`src/hdl/port_pkg.sv`:
```
package port_pkg;

    // core clock and timing
    localparam int CLK_NS = 20;
    // strong pull-up lasts two oscillator periods; the oscillator is clk_sys
    localparam int STRONG_PU_PERIODS = 2;
    localparam logic [1:0] STRONG_PU_CYCLES = 2'(STRONG_PU_PERIODS);
    // glitches up to this width are rejected on the i2c serial inputs; the spi inputs are synchronised but not filtered
    localparam int GLITCH_NS = 50;
    localparam int GLITCH_CYCLES = GLITCH_NS / CLK_NS + 1;

    // latch reset values
    localparam logic [7:0] P1_RESET = 8'hff;
    localparam logic [7:0] P2_RESET = 8'hff;
    localparam logic [7:0] P3_RESET = 8'hff;

    // port 1 field positions
    localparam int P1_STRONG_LO = 0;
    localparam int P1_ANALOG_LO = 2;
    localparam int P1_ANALOG_W = 6;

    // port 3 alternate function positions
    localparam int P3_RXD = 0;
    localparam int P3_TXD = 1;
    localparam int P3_EXT_INTERRUPT_ZERO = 2;
    localparam int P3_EXT_INTERRUPT_ONE = 3;
    localparam int P3_T0 = 4;
    localparam int P3_T1 = 5;
    localparam int P3_WRS = 6;
    localparam int P3_RDS = 7;

    // latch selected by the cpu
    typedef enum logic [1:0] {
        PORT_NONE = 2'b00,
        PORT_1    = 2'b01,
        PORT_2    = 2'b10,
        PORT_3    = 2'b11
    } port_sel_e;

    // single-bit write operations
    typedef enum logic [1:0] {
        BIT_NONE = 2'b00,
        BIT_CLR  = 2'b01,
        BIT_SET  = 2'b10,
        BIT_MOVC = 2'b11
    } bit_op_e;

    // port 2 address emission phase
    typedef enum logic [1:0] {
        EXT_IDLE      = 2'b00,
        EXT_FETCH     = 2'b01,
        EXT_DATA_MID  = 2'b10,
        EXT_DATA_HIGH = 2'b11
    } ext_phase_e;

endpackage

```
`src/hdl/pin_conditioner.sv`:
```
`timescale 1ns/10ps
`default_nettype none

// two-flop synchroniser with an optional stability filter
module pin_conditioner #(
    parameter int WIDTH = 1,
    parameter int FILTER_CYCLES = 0
) (
    // clock and reset
    input  wire logic             clk_sys,
    input  wire logic             srst,
    // raw and conditioned levels
    input  wire logic [WIDTH-1:0] pin_raw,
    output logic      [WIDTH-1:0] pin_clean
);

    logic [WIDTH-1:0] meta_reg;
    logic [WIDTH-1:0] sync_reg;

    // synchroniser; meta_reg feeds sync_reg only
    always_ff @(posedge clk_sys)
    begin
        if (srst)
        begin
            meta_reg <= '1;
            sync_reg <= '1;
        end
        else
        begin
            meta_reg <= pin_raw;
            sync_reg <= meta_reg;
        end
    end

    genvar g;
    generate
        if (FILTER_CYCLES == 0)
        begin : g_plain
            assign pin_clean = sync_reg;
        end
        else
        begin : g_filt
            for (g = 0; g < WIDTH; g++)
            begin : g_bit
                logic [3:0] stable_reg;
                logic       level_reg;
                // accept a new level only after it stays put long enough
                always_ff @(posedge clk_sys)
                begin
                    if (srst)
                    begin
                        stable_reg <= 4'h0;
                        level_reg <= 1'b1;
                    end
                    else if (sync_reg[g] == level_reg)
                        stable_reg <= 4'h0;
                    else if (stable_reg == 4'(FILTER_CYCLES - 1))
                    begin
                        level_reg <= sync_reg[g];
                        stable_reg <= 4'h0;
                    end
                    else
                        stable_reg <= stable_reg + 4'h1;
                end
                assign pin_clean[g] = level_reg;
            end
        end
    endgenerate

endmodule

`default_nettype wire

```
`src/hdl/port_pins.sv`:
```
`timescale 1ns/10ps
`default_nettype none

module port_pins (
    // clock and reset
    input  wire logic       clk_sys,
    input  wire logic       srst,
    // cpu latch access
    input  wire logic [1:0] port_sel,
    input  wire logic       wr_en,
    input  wire logic [7:0] wr_data,
    input  wire logic [1:0] bit_op,
    input  wire logic [2:0] bit_idx,
    input  wire logic       carry_in,
    input  wire logic       rd_en,
    input  wire logic       rd_rmw,
    output logic      [7:0] rd_data,
    output logic            rd_valid,
    // latch views
    output logic      [7:0] port1_latch_register,
    output logic      [7:0] port2_latch_register,
    output logic      [7:0] port3_latch_register,
    // port 1 strong pins
    input  wire logic [1:0] strong_pin_in,
    output logic      [1:0] strong_pin_out,
    output logic      [1:0] strong_pin_oe,
    input  wire logic [1:0] pwm_route,
    input  wire logic       pwm_channel_zero_out,
    input  wire logic       pwm_channel_one_out,
    output logic            timer2_count_input,
    output logic            timer2_capture_trigger,
    // port 1 analog-capable pins
    input  wire logic [5:0] analog_capable_inputs,
    output logic      [5:0] analog_select,
    // port 2 pins and external memory
    input  wire logic [7:0] p2_in,
    output logic      [7:0] p2_out,
    output logic      [7:0] p2_oe,
    input  wire logic [1:0] ext_phase,
    input  wire logic [23:0] ext_addr,
    // port 3 pins and alternate functions
    input  wire logic [7:0] p3_in,
    output logic      [7:0] p3_out,
    output logic      [7:0] p3_oe,
    input  wire logic       uart_txd,
    input  wire logic       uart_rxd_out,
    input  wire logic       ext_write_strobe_n,
    input  wire logic       ext_read_strobe_n,
    output logic            uart_rxd_in,
    output logic            ext_interrupt_zero,
    output logic            ext_interrupt_one,
    output logic            timer0_count_input,
    output logic            timer1_count_input,
    // dedicated serial pins
    input  wire logic       serial_mode_select,
    input  wire logic       serial_clock_pin_in,
    output logic            serial_clock_pin_out,
    output logic            serial_clock_pin_oe,
    input  wire logic       serial_data_pin_in,
    output logic            serial_data_pin_out,
    output logic            serial_data_pin_oe,
    output logic      [1:0] serial_strong_pullup,
    input  wire logic       spi_sclk_out,
    input  wire logic       spi_mosi_out,
    input  wire logic       i2c_scl_low,
    input  wire logic       i2c_sda_low,
    input  wire logic       i2c_sw_enable,
    input  wire logic       i2c_sw_scl,
    input  wire logic       i2c_sw_sda,
    output logic            i2c_scl_in,
    output logic            i2c_sda_in,
    output logic            spi_sclk_in,
    output logic            spi_data_in
);

    logic [7:0]  p1_reg;
    logic [7:0]  p2_reg;
    logic [7:0]  p3_reg;
    logic [7:0]  cur_latch;
    logic [7:0]  bit_next;
    logic [1:0]  strong_sync;
    logic [5:0]  analog_sync;
    logic [7:0]  p2_sync;
    logic [7:0]  p3_sync;
    logic [1:0]  serial_sync;
    logic [1:0]  serial_filt;
    logic [17:0] quasi_val;
    logic [17:0] quasi_prev_reg;
    logic [1:0]  pu_cnt_reg [18];
    logic [17:0] pu_on;
    logic [7:0]  p3_alt_out;
    logic [7:0]  p2_addr;
    logic        p2_ctrl;
    logic [1:0]  pwm_val;
    logic [7:0]  pin_view;

    // pin synchronisers
    // two-flop sync
    pin_conditioner #(.WIDTH(26), .FILTER_CYCLES(0)) u_sync (
        .clk_sys   (clk_sys),
        .srst      (srst),
        .pin_raw   ({strong_pin_in, analog_capable_inputs, p2_in, p3_in, serial_clock_pin_in,
                     serial_data_pin_in}),
        .pin_clean ({strong_sync, analog_sync, p2_sync, p3_sync, serial_sync})
    );

    pin_conditioner #(.WIDTH(2), .FILTER_CYCLES(port_pkg::GLITCH_CYCLES)) u_filt (
        .clk_sys   (clk_sys),
        .srst      (srst),
        .pin_raw   ({serial_clock_pin_in, serial_data_pin_in}),
        .pin_clean (serial_filt)
    );

    // latch currently addressed
    always_comb
    begin
        unique case (port_pkg::port_sel_e'(port_sel))
            port_pkg::PORT_1: cur_latch = p1_reg;
            port_pkg::PORT_2: cur_latch = p2_reg;
            port_pkg::PORT_3: cur_latch = p3_reg;
            port_pkg::PORT_NONE: cur_latch = 8'h00;
        endcase
    end

    always_comb
    begin
        bit_next = cur_latch;
        unique case (port_pkg::bit_op_e'(bit_op))
            port_pkg::BIT_CLR: bit_next[bit_idx] = 1'b0;
            port_pkg::BIT_SET: bit_next[bit_idx] = 1'b1;
            port_pkg::BIT_MOVC: bit_next[bit_idx] = carry_in;
            port_pkg::BIT_NONE: bit_next = cur_latch;
        endcase
    end

    // port latches; byte write wins over a bit op
    // reset to all ones; port 1 pins 7:2 come up analog
    always_ff @(posedge clk_sys)
    begin
        if (srst)
        begin
            p1_reg <= port_pkg::P1_RESET;
            p2_reg <= port_pkg::P2_RESET;
            p3_reg <= port_pkg::P3_RESET;
        end
        else if (wr_en || bit_op != 2'b00)
        begin
            unique case (port_pkg::port_sel_e'(port_sel))
                port_pkg::PORT_1: p1_reg <= wr_en ? wr_data : bit_next;
                port_pkg::PORT_2: p2_reg <= wr_en ? wr_data : bit_next;
                port_pkg::PORT_3: p3_reg <= wr_en ? wr_data : bit_next;
                port_pkg::PORT_NONE: p1_reg <= p1_reg;
            endcase
        end
    end

    assign port1_latch_register = p1_reg;
    assign port2_latch_register = p2_reg;
    assign port3_latch_register = p3_reg;

    // synchronised pin view of the addressed port
    always_comb
    begin
        unique case (port_pkg::port_sel_e'(port_sel))
            port_pkg::PORT_1: pin_view = {analog_sync & ~p1_reg[7:2], strong_sync};
            port_pkg::PORT_2: pin_view = p2_sync;
            port_pkg::PORT_3: pin_view = p3_sync;
            port_pkg::PORT_NONE: pin_view = 8'h00;
        endcase
    end

    // read port
    // latch on rmw
    always_ff @(posedge clk_sys)
    begin
        if (srst)
        begin
            rd_data <= 8'h00;
            rd_valid <= 1'b0;
        end
        else
        begin
            rd_valid <= rd_en;
            if (rd_en)
                rd_data <= rd_rmw ? cur_latch : pin_view;
        end
    end

    assign pwm_val = {pwm_channel_one_out, pwm_channel_zero_out};
    assign timer2_count_input = strong_sync[0] & p1_reg[0];
    assign timer2_capture_trigger = strong_sync[1] & p1_reg[1];

    assign analog_select = p1_reg[7:2];

    always_comb
    begin
        unique case (port_pkg::ext_phase_e'(ext_phase))
            port_pkg::EXT_FETCH: p2_addr = ext_addr[15:8];
            port_pkg::EXT_DATA_MID: p2_addr = ext_addr[15:8];
            port_pkg::EXT_DATA_HIGH: p2_addr = ext_addr[23:16];
            port_pkg::EXT_IDLE: p2_addr = 8'h00;
        endcase
    end
    assign p2_ctrl = (ext_phase != 2'b00);

    always_comb
    begin
        p3_alt_out = 8'hff;
        p3_alt_out[port_pkg::P3_RXD] = uart_rxd_out;
        p3_alt_out[port_pkg::P3_TXD] = uart_txd;
        p3_alt_out[port_pkg::P3_WRS] = ext_write_strobe_n;
        p3_alt_out[port_pkg::P3_RDS] = ext_read_strobe_n;
    end

    assign uart_rxd_in = p3_sync[port_pkg::P3_RXD] & p3_reg[port_pkg::P3_RXD];
    assign ext_interrupt_zero = p3_sync[port_pkg::P3_EXT_INTERRUPT_ZERO] & p3_reg[port_pkg::P3_EXT_INTERRUPT_ZERO];
    assign ext_interrupt_one = p3_sync[port_pkg::P3_EXT_INTERRUPT_ONE] & p3_reg[port_pkg::P3_EXT_INTERRUPT_ONE];
    assign timer0_count_input = p3_sync[port_pkg::P3_T0] & p3_reg[port_pkg::P3_T0];
    assign timer1_count_input = p3_sync[port_pkg::P3_T1] & p3_reg[port_pkg::P3_T1];

    // levels asked of quasi-bidirectional pins: port 3, port 2, strong pins
    assign quasi_val = {p3_reg & p3_alt_out, p2_reg, p1_reg[1:0]};

    genvar g;
    generate
        for (g = 0; g < 18; g++)
        begin : g_pu
            always_ff @(posedge clk_sys)
            begin
                if (srst)
                    pu_cnt_reg[g] <= 2'h0;
                else if (quasi_val[g] && !quasi_prev_reg[g])
                    pu_cnt_reg[g] <= port_pkg::STRONG_PU_CYCLES - 2'h1;
                else if (pu_cnt_reg[g] != 2'h0)
                    pu_cnt_reg[g] <= pu_cnt_reg[g] - 2'h1;
            end
            // rise cycle itself counts as the first strong cycle
            assign pu_on[g] = (pu_cnt_reg[g] != 2'h0) || (quasi_val[g] && !quasi_prev_reg[g]);
        end
    endgenerate

    // previous requested levels for edge detection
    always_ff @(posedge clk_sys)
    begin
        if (srst)
            quasi_prev_reg <= 18'h3ffff;
        else
            quasi_prev_reg <= quasi_val;
    end

    // strong pin drivers
    // quasi drive
    always_comb
    begin
        for (int i = 0; i < 2; i++)
        begin
            if (pwm_route[i])
            begin
                strong_pin_out[i] = pwm_val[i];
                strong_pin_oe[i] = 1'b1;
            end
            else
            begin
                strong_pin_out[i] = quasi_val[i];
                strong_pin_oe[i] = ~quasi_val[i] | pu_on[i];
            end
        end
    end

    // port 2 drivers
    // push-pull address
    assign p2_out = p2_ctrl ? p2_addr : p2_reg;
    assign p2_oe = p2_ctrl ? 8'hff : (~p2_reg | pu_on[9:2]);

    assign p3_out = quasi_val[17:10];
    assign p3_oe = ~quasi_val[17:10] | pu_on[17:10];

    // serial pins
    // mode drive
    always_comb
    begin
        if (serial_mode_select)
        begin
            serial_clock_pin_out = spi_sclk_out;
            serial_clock_pin_oe = 1'b1;
            serial_data_pin_out = spi_mosi_out;
            serial_data_pin_oe = 1'b1;
        end
        else
        begin
            serial_clock_pin_out = 1'b0;
            serial_clock_pin_oe = i2c_scl_low | (i2c_sw_enable & ~i2c_sw_scl);
            serial_data_pin_out = 1'b0;
            serial_data_pin_oe = i2c_sda_low | (i2c_sw_enable & ~i2c_sw_sda);
        end
    end
    assign serial_strong_pullup = {2{serial_mode_select}};
    assign i2c_scl_in = serial_filt[1];
    assign i2c_sda_in = serial_filt[0];
    assign spi_sclk_in = serial_sync[1];
    assign spi_data_in = serial_sync[0];
endmodule

`default_nettype wire

```
`config.mk`:
```
export PLATFORM = sky130hd
export DESIGN_NAME = port_pins
export DESIGN_NICKNAME = d
export VERILOG_FILES = /design/src/hdl/port_pkg.sv /design/src/hdl/pin_conditioner.sv /design/src/hdl/port_pins.sv
export SDC_FILE = /design/constraint.sdc
export NUM_CORES = 1
export LEC_CHECK = 0
export ABC_AREA = 1
export CORE_ASPECT_RATIO = 1.4
export CORE_UTILIZATION = 39
export CTS_BUF_LIST = sky130_fd_sc_hd__clkbuf_2 sky130_fd_sc_hd__clkbuf_4 sky130_fd_sc_hd__clkbuf_8
export DETAILED_ROUTE_END_ITERATION = 10
export DONT_BUFFER_PORTS = 1
export GPL_TIMING_DRIVEN = 0
export PLACE_DENSITY = 0.57
export SLEW_MARGIN = 10
export SYNTH_ARGS = -nofsm -noshare
export SYNTH_HDL_FRONTEND = slang
export SYNTH_SLANG_ARGS = --single-unit
```
`constraint.sdc`:
```
create_clock -name clk_sys -period 1.05 [get_ports clk_sys]
set_input_delay 0 -clock clk_sys [delete_from_list [all_inputs] [get_ports clk_sys]]
set_output_delay 0 -clock clk_sys [all_outputs]
set_load 0.1 [all_outputs]
```
==> results.json, run 1 <==
{
  "status": "complete, but fails checks",
  "violations": "negative hold slack, negative setup slack",
  "grt_use_total_pct": 21.86,
  "p_comb_share_pct": 37.3,
  "setup_slack_ns": -1.060,
  "tightest_slew_ns": 1.279,
  "crit_family": "simple AND/OR/NAND/NOR gates",
  "grt_max_degree": 17,
  "swShare_pct": 41.57,
  "post-route-period-util_pct": 201.0,
  "r2r-start": "port1_latch_register[0]$_SDFFE_PP1P_",
  "wl_per_cell_um": 15.84,
  "yosysWarnings": 0,
  "drive_gt1_share_pct": 37.92,
  "power.density_nw_per_um2": 2121,
  "htree_levels": 4,
  "largest_reg_flops": 36,
  "io_pins": 181,
  "antenna_found_initial": 0,
  "tns_ns": -64.37,
  "synthDistinctLibCells": 25,
  "yosys.area.top_type": "dfxtp_1",
  "min_to": "quasi_prev_reg[11]$_SDFF_PP1_",
  "design.core.area_um2": 17330,
  "holdPathStages": 3,
  "synth_edf_count": 36,
  "vias_per_cell": 4.890,
  "fin_skew_ns": 0.008019,
  "min_from": "uart_txd",
  "finalSetupViolCount": 172,
  "period_needed_ns": 2.110,
  "reg2reg_depth": 6,
  "p_switching_mw": 8.671,
  "ys.flop_type": "dfxtp_1",
  "cts_made_buffers": 17,
  "path_clk_slew_ns": 0.08,
  "synthesis.nets": 976,
  "via_count": 5990,
  "overflow": 0,
  "path_cells": "inv_1, ha_1, nand4_1",
  "maxCapViolCount": 0,
  "rsz0062_at_grt": "true",
  "die_area_um2": 18290,
  "synth_top_area_share_pct": 32.69,
  "power_frac_clock_pct": 22.8,
  "place.gp.congestion": 0.8419,
  "path_class": "reg -> out",
  "num_rows": 57,
  "arrival_ns": 2.11,
  "syn_area_um2": 6920,
  "cts.sinks": 149,
  "hold_slack_ns": -0.2373,
  "cts_tree": "done",
  "syn2layout_area_growth_pct": 42.09,
  "finalMaxSlewViolations": 0,
  "min_path_type": "in -> reg",
  "die_height_um": 159.6,
  "cts.path.max_buffers": 2,
  "endpoint_kind": "output pin",
  "cts_hold_buf": 63,
  "irDropWorstVdd_mv": 1.181,
  "routed_wl_um": 19400,
  "p_leak_nw": 4.038,
  "start_util_pct": 39.93,
  "route.detailed.drc": 0,
  "dp_hpwl_um": 13630,
  "startpoint_type": "flip-flop",
  "max_stage_delay_ns": 0.98,
  "die_w_um": 114.6,
  "sequentialPowerShare_pct": 39.9,
  "io_buffers": 0,
  "synthTopCellsByCount": "nand2_1, dfxtp_1, inv_1, nand3_1, nor2_1",
  "grt_pass1_wl_um": 29800,
  "ys_seq_area_share_pct": 48.31,
  "antenna_cells": 0,
  "synth_cells": 863,
  "slew_headroom_pct": 14.46,
  "cts_root_buf": "clkbuf_8",
  "synth_most_common_cell": "nand2_1",
  "power.internal_mw": 12.19,
  "async_flop_share_pct": 0,
  "nNetsFinal": 1090,
  "critPathBufInv": 1,
  "worstPathRequired_ns": 1.05,
  "hold_viol_final": 4,
  "crit_fanout": 3,
  "ant_nets": 0,
  "rrSetupSlack_ns": -0.59,
  "first_pass_iters": 4,
  "power_mw": 20.86,
  "avgSynthCellArea_um2": 8.019,
  "max_freq_ghz": 0.4738,
  "grt_pass1_vias": 5730,
  "startpoint": "pu_cnt_reg[9][0]$_DFFE_PP_",
  "ys_seq_elements": 149,
  "rr_endpoint": "pu_cnt_reg[0][0]$_DFFE_PP_",
  "fillCellCount": 1556,
  "clk_latency_ns": 0.45,
  "slowest_stage": "nand4_1",
  "drt_iter0_drc": 208,
  "yosys-top-cells-area": "dfxtp_1, edfxtp_1, nand2_1, nand3_1, or2_2"
}
[through the flow]
stage | instances | utilization [%] | cell area, um2 | setup WS [ns]
global placement | 1099 | 44.99 | 7796 | -0.5528
floorplan | 863 | - | 7501 | -0.4473
finish | 1225 | 56.74 | 9833 | -1.060
detailed placement | 1099 | 44.99 | 7796 | -0.5572
CTS | 1210 | 54.36 | 9420 | -1.071
global route | 1225 | 56.74 | 9833 | -1.120
[logic make-up (layout without fill, tap and decap cells)]
kind of cell | after synthesis | count (layout) | synth area share, %
and+or+nand+nor | 468 | 468 | 31.91
xor gates and xnor gates | 4 | 4 | 0.5063
buffers and inverters | 149 | 275 | 9.637
DFF | 149 | 149 | 48.31
adders and majority gates | 24 | 24 | 4.339
AOI/OAI and AO/OA | 69 | 69 | 5.297
[worst max-delay path by stage]
stage,end,cells after the start
after floorplan,p2_oe[0],1
after global placement,p2_oe[6],1
after global routing,p2_oe[7],3
after detailed placement,p2_oe[7],1
final,p2_oe[7],3
after CTS,p2_oe[7],1
[power by group through the flow]
stage | Sequential [mW] | Clock, mW | Combinational (mW)
2_1_floorplan | 8.20 | 0 | 5.76
3_3_place_gp | 8.39 | 0 | 6.44
3_5_place_dp | 8.41 | 0 | 6.48
4_1_cts | 8.32 | 4.88 | 7.07
5_1_grt | 8.42 | 5.12 | 8.40
6_report | 8.32 | 4.76 | 7.79
[tightest hold or removal path, delay by kind of cell]
kind                   cells  cell delay (ns)
buffers and inverters      1             0.11
and+or+nand+nor            2             0.08
[routing by layer]
layer  up-vias  routed length [um]  global-route usage [%]
met5         -                   0                       0
met3        24                1405                   6.717
li1       3009                   -                       -
met2       199               10130                   39.53
met1      2758                7307                   22.97
met4         0                 561                   9.445
[timing repair]
action                                  CTS  global route
buffers inserted                         17            20
endpoints found under the setup margin  194           190
endpoints found under the hold margin    82             4
resized for setup                       132            74
pin swaps                                58            70
[cell usage in the layout (no fill, tap or decap), types with 13 or more instances in the layout]
cell type and count:
clkbuf_8 21, nand2_2 27, nand4_1 22, or2_4 14
ha_1 13, nand2_1 153, nand3_1 41, nor2_1 68
buf_6 23, nand3_2 25, dfxtp_1 76, nand3_4 22
inv_2 20, or2_2 53, buf_4 17, nand2_4 13
dfxtp_4 37, o22ai_1 15, edfxtp_1 36, a21oi_1 29
nand3b_1 14, dlygate4sd3_1 63, clkbuf_1 16, inv_1 60
[area by class of cell]
type	count	area [um2]	share of cell area, %
clock inverter	11	147.6	1.501
multi-input combinational	565	3811	38.76
buffer	46	400.4	4.072
timing repair buffer	95	945.9	9.620
inverter	103	475.5	4.835
clock buffer	20	275.3	2.799
sequential	149	3482	35.41
tap	236	295.3	3.003
No activity file was read; power rests on OpenSTA's default activity.
==> run 2, diff against run 1 <==
- PLACE_DENSITY: 0.57 -> 0.55
- clock period: 1.05 -> 2.6 ns (I/O delays scaled with it)
==> run 2 against run 1 <==
Net effect: the run now ends clean; sequential share of layout area is 5.5 points higher; critical path type unchanged; count of clock-buffer cells in the layout is 2 lower; cell count is 3.9% lower; worst setup slack better by 1.2 ns; flip-flop and latch count stayed put; wire length is 7.5% lower; non-clock buffer count is 48 lower; total power is 64% lower; sequential power is 60% lower; first-iteration DRC count is 19% higher; register-to-register slack better by 0.78 ns; critical path depth is 2 lower.
==> results.json, run 2 (same netlist as run 1, synthesis figures left out) <==
{
  "routed_wl_um": 17940,
  "fillCellCount": 1791,
  "power.density_nw_per_um2": 920.2,
  "min_to": "u_sync.meta_reg[10]$_SDFF_PP1_",
  "rr_endpoint": "port1_latch_register[5]$_SDFFE_PP1P_",
  "period_needed_ns": 2.492,
  "maxCapViolCount": 0,
  "tightest_slew_ns": 1.312,
  "grt_use_total_pct": 20.37,
  "post-route-period-util_pct": 95.85,
  "status": "complete, no violations",
  "holdPathStages": 2,
  "grt.met2_usage_pct": 36.94,
  "design.core.area_um2": 17330,
  "slowest_stage": "dfxtp_1",
  "path_cells": "nand3_2",
  "num_rows": 57,
  "startpoint_type": "flip-flop",
  "start_util_pct": 39.93,
  "path_class": "reg -> out",
  "syn2layout_area_growth_pct": 18.71,
  "finalMaxSlewViolations": 0,
  "min_from": "srst",
  "crit_fanout": 7,
  "path_clk_slew_ns": 0.08,
  "hold_viol_final": 0,
  "antenna_found_initial": 0,
  "cts_made_buffers": 17,
  "largest_reg_flops": 36,
  "endpoint_kind": "output pin",
  "reg2reg_depth": 7,
  "clk_latency_ns": 0.46,
  "fin_skew_ns": 0.01535,
  "wl_per_cell_um": 15.24,
  "irDropWorstVdd_mv": 0.3731,
  "rrSetupSlack_ns": 0.19,
  "drive_gt1_share_pct": 18.81,
  "cts.path.max_buffers": 2,
  "place_ws_ns": -0.1503,
  "via_count": 5622,
  "cts_setup_buffers": 0,
  "power_mw": 7.560,
  "max_stage_delay_ns": 1.20,
  "grt_max_degree": 17,
  "io_buffers": 0,
  "grt_pass1_vias": 5370,
  "arrival_ns": 2.49,
  "drt_iter0_drc": 247,
  "ant_nets": 0,
  "cts_tree": "done",
  "finalSetupViolCount": 0,
  "place.gp.congestion": 0.8650,
  "rsz0062_at_grt": "false",
  "dp_hpwl_um": 13830,
  "die_w_um": 114.6,
  "first_pass_iters": 4,
  "slew_headroom_pct": 12.39,
  "critPathBufInv": 0,
  "die_area_um2": 18290,
  "die_height_um": 159.6,
  "grt_use_met1_pct": 21.27,
  "mostFrequentLayoutCells": "nand2_1, dfxtp_1, inv_1, nand3_1, nor2_1",
  "htree_levels": 4,
  "max_freq_ghz": 0.4013,
  "hold_slack_ns": 0.009748,
  "overflow": 0,
  "grt_pass1_wl_um": 27810,
  "r2r-start": "port3_latch_register[5]$_SDFFE_PP1P_",
  "vias_per_cell": 4.777,
  "mostFrequentLayoutCell": "nand2_1",
  "setup_slack_ns": 0.1079,
  "p_leak_nw": 3.624,
  "nNetsFinal": 1042,
  "use_met3_pct": 4.858,
  "antenna_cells": 0,
  "route.detailed.drc": 0,
  "worstPathRequired_ns": 2.60,
  "cts.sinks": 149,
  "io_pins": 181,
  "grt.busiest_layer": "met2",
  "cts_root_buf": "clkbuf_8",
  "crit_family": "flip-flops",
  "seq_area_um2": 3361,
  "multi_input_area_um2": 3033,
  "min_path_type": "in -> reg"
}
==> run 2: changes by cell type in the layout (fill, tap and decap cells not counted), moves of 16 or more <==
cell	delta
nand3_1	+39
dfxtp_4	-37
nand3_4	-18
nand2_1	+40
dfxtp_1	+23
nand2_2	-27
inv_1	+32
buf_6	-20
dlygate4sd3_1	-16
inv_2	-16
nand3_2	-21
==> run 2: layout make-up <==
cell class	instances	share of cell area (%)
clock buffer	18	2.939
buffer	46	3.229
clock inverter	13	1.614
timing repair buffer	47	5.726
multi-input combinational	565	36.92
inverter	103	5.072
tap	236	3.594
sequential	149	40.91
==> run 2: report_power, final <==
group          total (mW)  switching, mW  internal, mW
clock                1.72          0.866         0.853
sequential           3.33          0.475          2.85
combinational        2.51           1.85         0.659
==> run 2: worst max-delay path by stage <==
| stage | start | to | slack, ns | cells past startpoint |
|---|---|---|---|---|
| floorplan | port1_latch_register[0]$_SDFFE_PP1P_ | strong_pin_out[0] | 0.02 | 2 |
| detailed placement | port3_latch_register[7]$_SDFFE_PP1P_ | p3_oe[7] | -0.15 | 3 |
| global placement | port1_latch_register[0]$_SDFFE_PP1P_ | strong_pin_out[0] | -0.27 | 2 |
| global route | port3_latch_register[2]$_SDFFE_PP1P_ | p3_oe[2] | 0.03 | 1 |
| finish | port3_latch_register[2]$_SDFFE_PP1P_ | p3_oe[2] | 0.11 | 1 |
| CTS | port3_latch_register[1]$_SDFFE_PP1P_ | p3_oe[1] | 0.03 | 3 |
==> run 2: metrics by stage <==
step / cells / util [%] / setup TNS (ns) / cell area, um2
after global placement: 1099 / 41.75 / -1.976 / 7236
after CTS: 1177 / 47.38 / 0 / 8212
after detailed placement: 1099 / 42.01 / -0.4613 / 7281
after floorplan: 863 / - / 0 / 6940
after global routing: 1177 / 47.40 / 0 / 8215
final: 1177 / 47.40 / 0 / 8215
==> run 2: routing by layer <==
layer	share of wire, %	vias up
met5	0	-
met4	4.0	0
met3	5.2	36
met2	52	162
met1	39	2518
li1	-	2906
==> run 2: repair_timing <==
item,in CTS,in global routing
hold buffers,47,0
gates resized for setup,26,1
pin swaps,8,0
endpoints found under the hold margin,72,0
setup endpoints to repair,28,1
==> run 3, diff against run 2 <==
- PLACE_DENSITY: 0.55 -> 0.57
- clock period: 2.6 -> 2.2 ns (I/O delays scaled with it)
==> run 3 against run 2 <==
Net effect: worst hold slack gained 0.0060 ns; global-route usage up 0.53 points; largest power group unchanged; sequential share of layout area down 0.96 points; die area unchanged; first-iteration DRC count down 10%; register-to-register slack improved by 0.07 ns.
==> results.json, run 3 (same netlist as run 1, synthesis figures left out) <==
{
  "p_switching_mw": 3.807,
  "dp_hpwl_um": 13970,
  "dpl.cell_count": 1099,
  "design.core.area_um2": 17330,
  "p_comb_share_pct": 31.7,
  "sequentialPowerShare_pct": 41.4,
  "grt_pass1_wl_um": 28570,
  "final_util_pct": 49.07,
  "drive_gt1_share_pct": 19.39,
  "post-route-period-util_pct": 97.16,
  "path_clk_slew_ns": 0.08,
  "die_area_um2": 18290,
  "startpoint_type": "flip-flop",
  "multi_input_area_um2": 3050,
  "htree_levels": 4,
  "slew_headroom_pct": 16.38,
  "antenna_found_initial": 0,
  "cts_made_buffers": 17,
  "finalMaxSlewViolations": 0,
  "swShare_pct": 40.10,
  "grt_pass1_vias": 5626,
  "seq_area_um2": 3397,
  "power.density_nw_per_um2": 1117,
  "cts.sinks": 149,
  "grt.met2_usage_pct": 40.14,
  "cts.path.max_buffers": 2,
  "maxCapViolCount": 0,
  "io_buffers": 0,
  "tns_ns": 0,
  "hold_slack_ns": 0.01574,
  "status": "complete, no violations",
  "tightest_slew_ns": 1.251,
  "min_path_type": "in -> reg",
  "power.internal_mw": 5.688,
  "max_freq_ghz": 0.4679,
  "first_pass_iters": 6,
  "arrival_ns": 2.14,
  "die_w_um": 114.6,
  "grt_use_met1_pct": 20.73,
  "ant_nets": 0,
  "power_mw": 9.494,
  "period_needed_ns": 2.137,
  "power_frac_clock_pct": 26.9,
  "drt_iter0_drc": 222,
  "via_count": 5763,
  "use_met3_pct": 5.047,
  "fin_skew_ns": 0.01509,
  "crit_fanout": 5,
  "mostFrequentLayoutCell": "nand2_1",
  "stdcell_area_um2": 8503,
  "cts_setup_buffers": 0,
  "cts_root_buf": "clkbuf_8",
  "endpoint_kind": "output pin",
  "routed_wl_um": 18420,
  "num_rows": 57,
  "clk_latency_ns": 0.46,
  "setup_slack_ns": 0.06256,
  "io_pins": 181,
  "irDropWorstVdd_mv": 0.4578,
  "start_util_pct": 39.93,
  "p_leak_nw": 3.711,
  "fillCellCount": 1717,
  "finalNonFillerCells": 1190,
  "grt_use_total_pct": 20.89,
  "antenna_cells": 0,
  "place.gp.congestion": 0.8518,
  "grt.busiest_layer": "met2",
  "overflow": 0,
  "die_height_um": 159.6,
  "cts_tree": "done",
  "nNetsFinal": 1054,
  "wl_per_cell_um": 15.48,
  "route.detailed.drc": 0,
  "rsz0062_at_grt": "false",
  "finalSetupViolCount": 0,
  "place_ws_ns": -0.1980,
  "mostFrequentLayoutCells": "nand2_1, dfxtp_1, inv_1, nand3_1, nor2_1",
  "vias_per_cell": 4.843,
  "path_class": "reg -> out",
  "largest_reg_flops": 36,
  "place_area_um2": 7286,
  "syn2layout_area_growth_pct": 22.87,
  "worstPathRequired_ns": 2.20,
  "grt_max_degree": 17,
  "hold_viol_final": 0
}
==> run 3: path summary, 6_finish.rpt <==
path         slack [ns]                              endpoint                            startpoint  cells after the start
max                0.06                      strong_pin_oe[0]  port1_latch_register[0]$_SDFFE_PP1P_                      3
min                0.02       u_sync.pin_clean[25]$_SDFF_PP1_                                  srst                      2
max reg2reg        0.26  port1_latch_register[2]$_SDFFE_PP1P_  port1_latch_register[2]$_SDFFE_PP1P_                      8
min reg2reg        0.41       u_sync.pin_clean[13]$_SDFF_PP1_        u_sync.meta_reg[13]$_SDFF_PP1_                      1
==> run 3: power by group through the flow <==
stage / combinational [mW] / clock (mW) / sequential (mW)
2_1_floorplan: 2.50 / 0 / 3.90
3_3_place_gp: 2.83 / 0 / 3.98
3_5_place_dp: 2.87 / 0 / 3.99
6_report: 3.01 / 2.55 / 3.93
5_1_grt: 3.29 / 2.72 / 3.98
4_1_cts: 3.03 / 2.60 / 3.93
==> run 3: layer usage <==
metal | part of all wire, % | routed length (um)
met1 | 38 | 6938
met5 | 0 | 0
met4 | 3.1 | 571
met2 | 54 | 10000
met3 | 4.9 | 906
==> run 3: cell type report <==
cell class                      instances  area share (%)
Clock inverter                         12           2.649
Tap cell                              236           3.473
Multi-Input combinational cell        565           35.87
Inverter                              103           4.900
Sequential cell                       149           39.95
Timing Repair Buffer                   59           6.945
Buffer                                 46           3.119
Clock buffer                           20           3.090
==> run 3: worst max-delay path: stages, from the launching register on <==
cell,delay (ns)
dfxtp_2,0.72
inv_1,0.30
nor2_1,0.19
nand3_2,0.48
==> run 3: timing repair <==
| action | in CTS | in global routing |
|---|---|---|
| pin swaps | 8 | 0 |
| resized for setup | 42 | 1 |
| endpoints found under the hold margin | 71 | 0 |
| endpoints found under the setup margin | 42 | 1 |
| hold buffers | 59 | 0 |
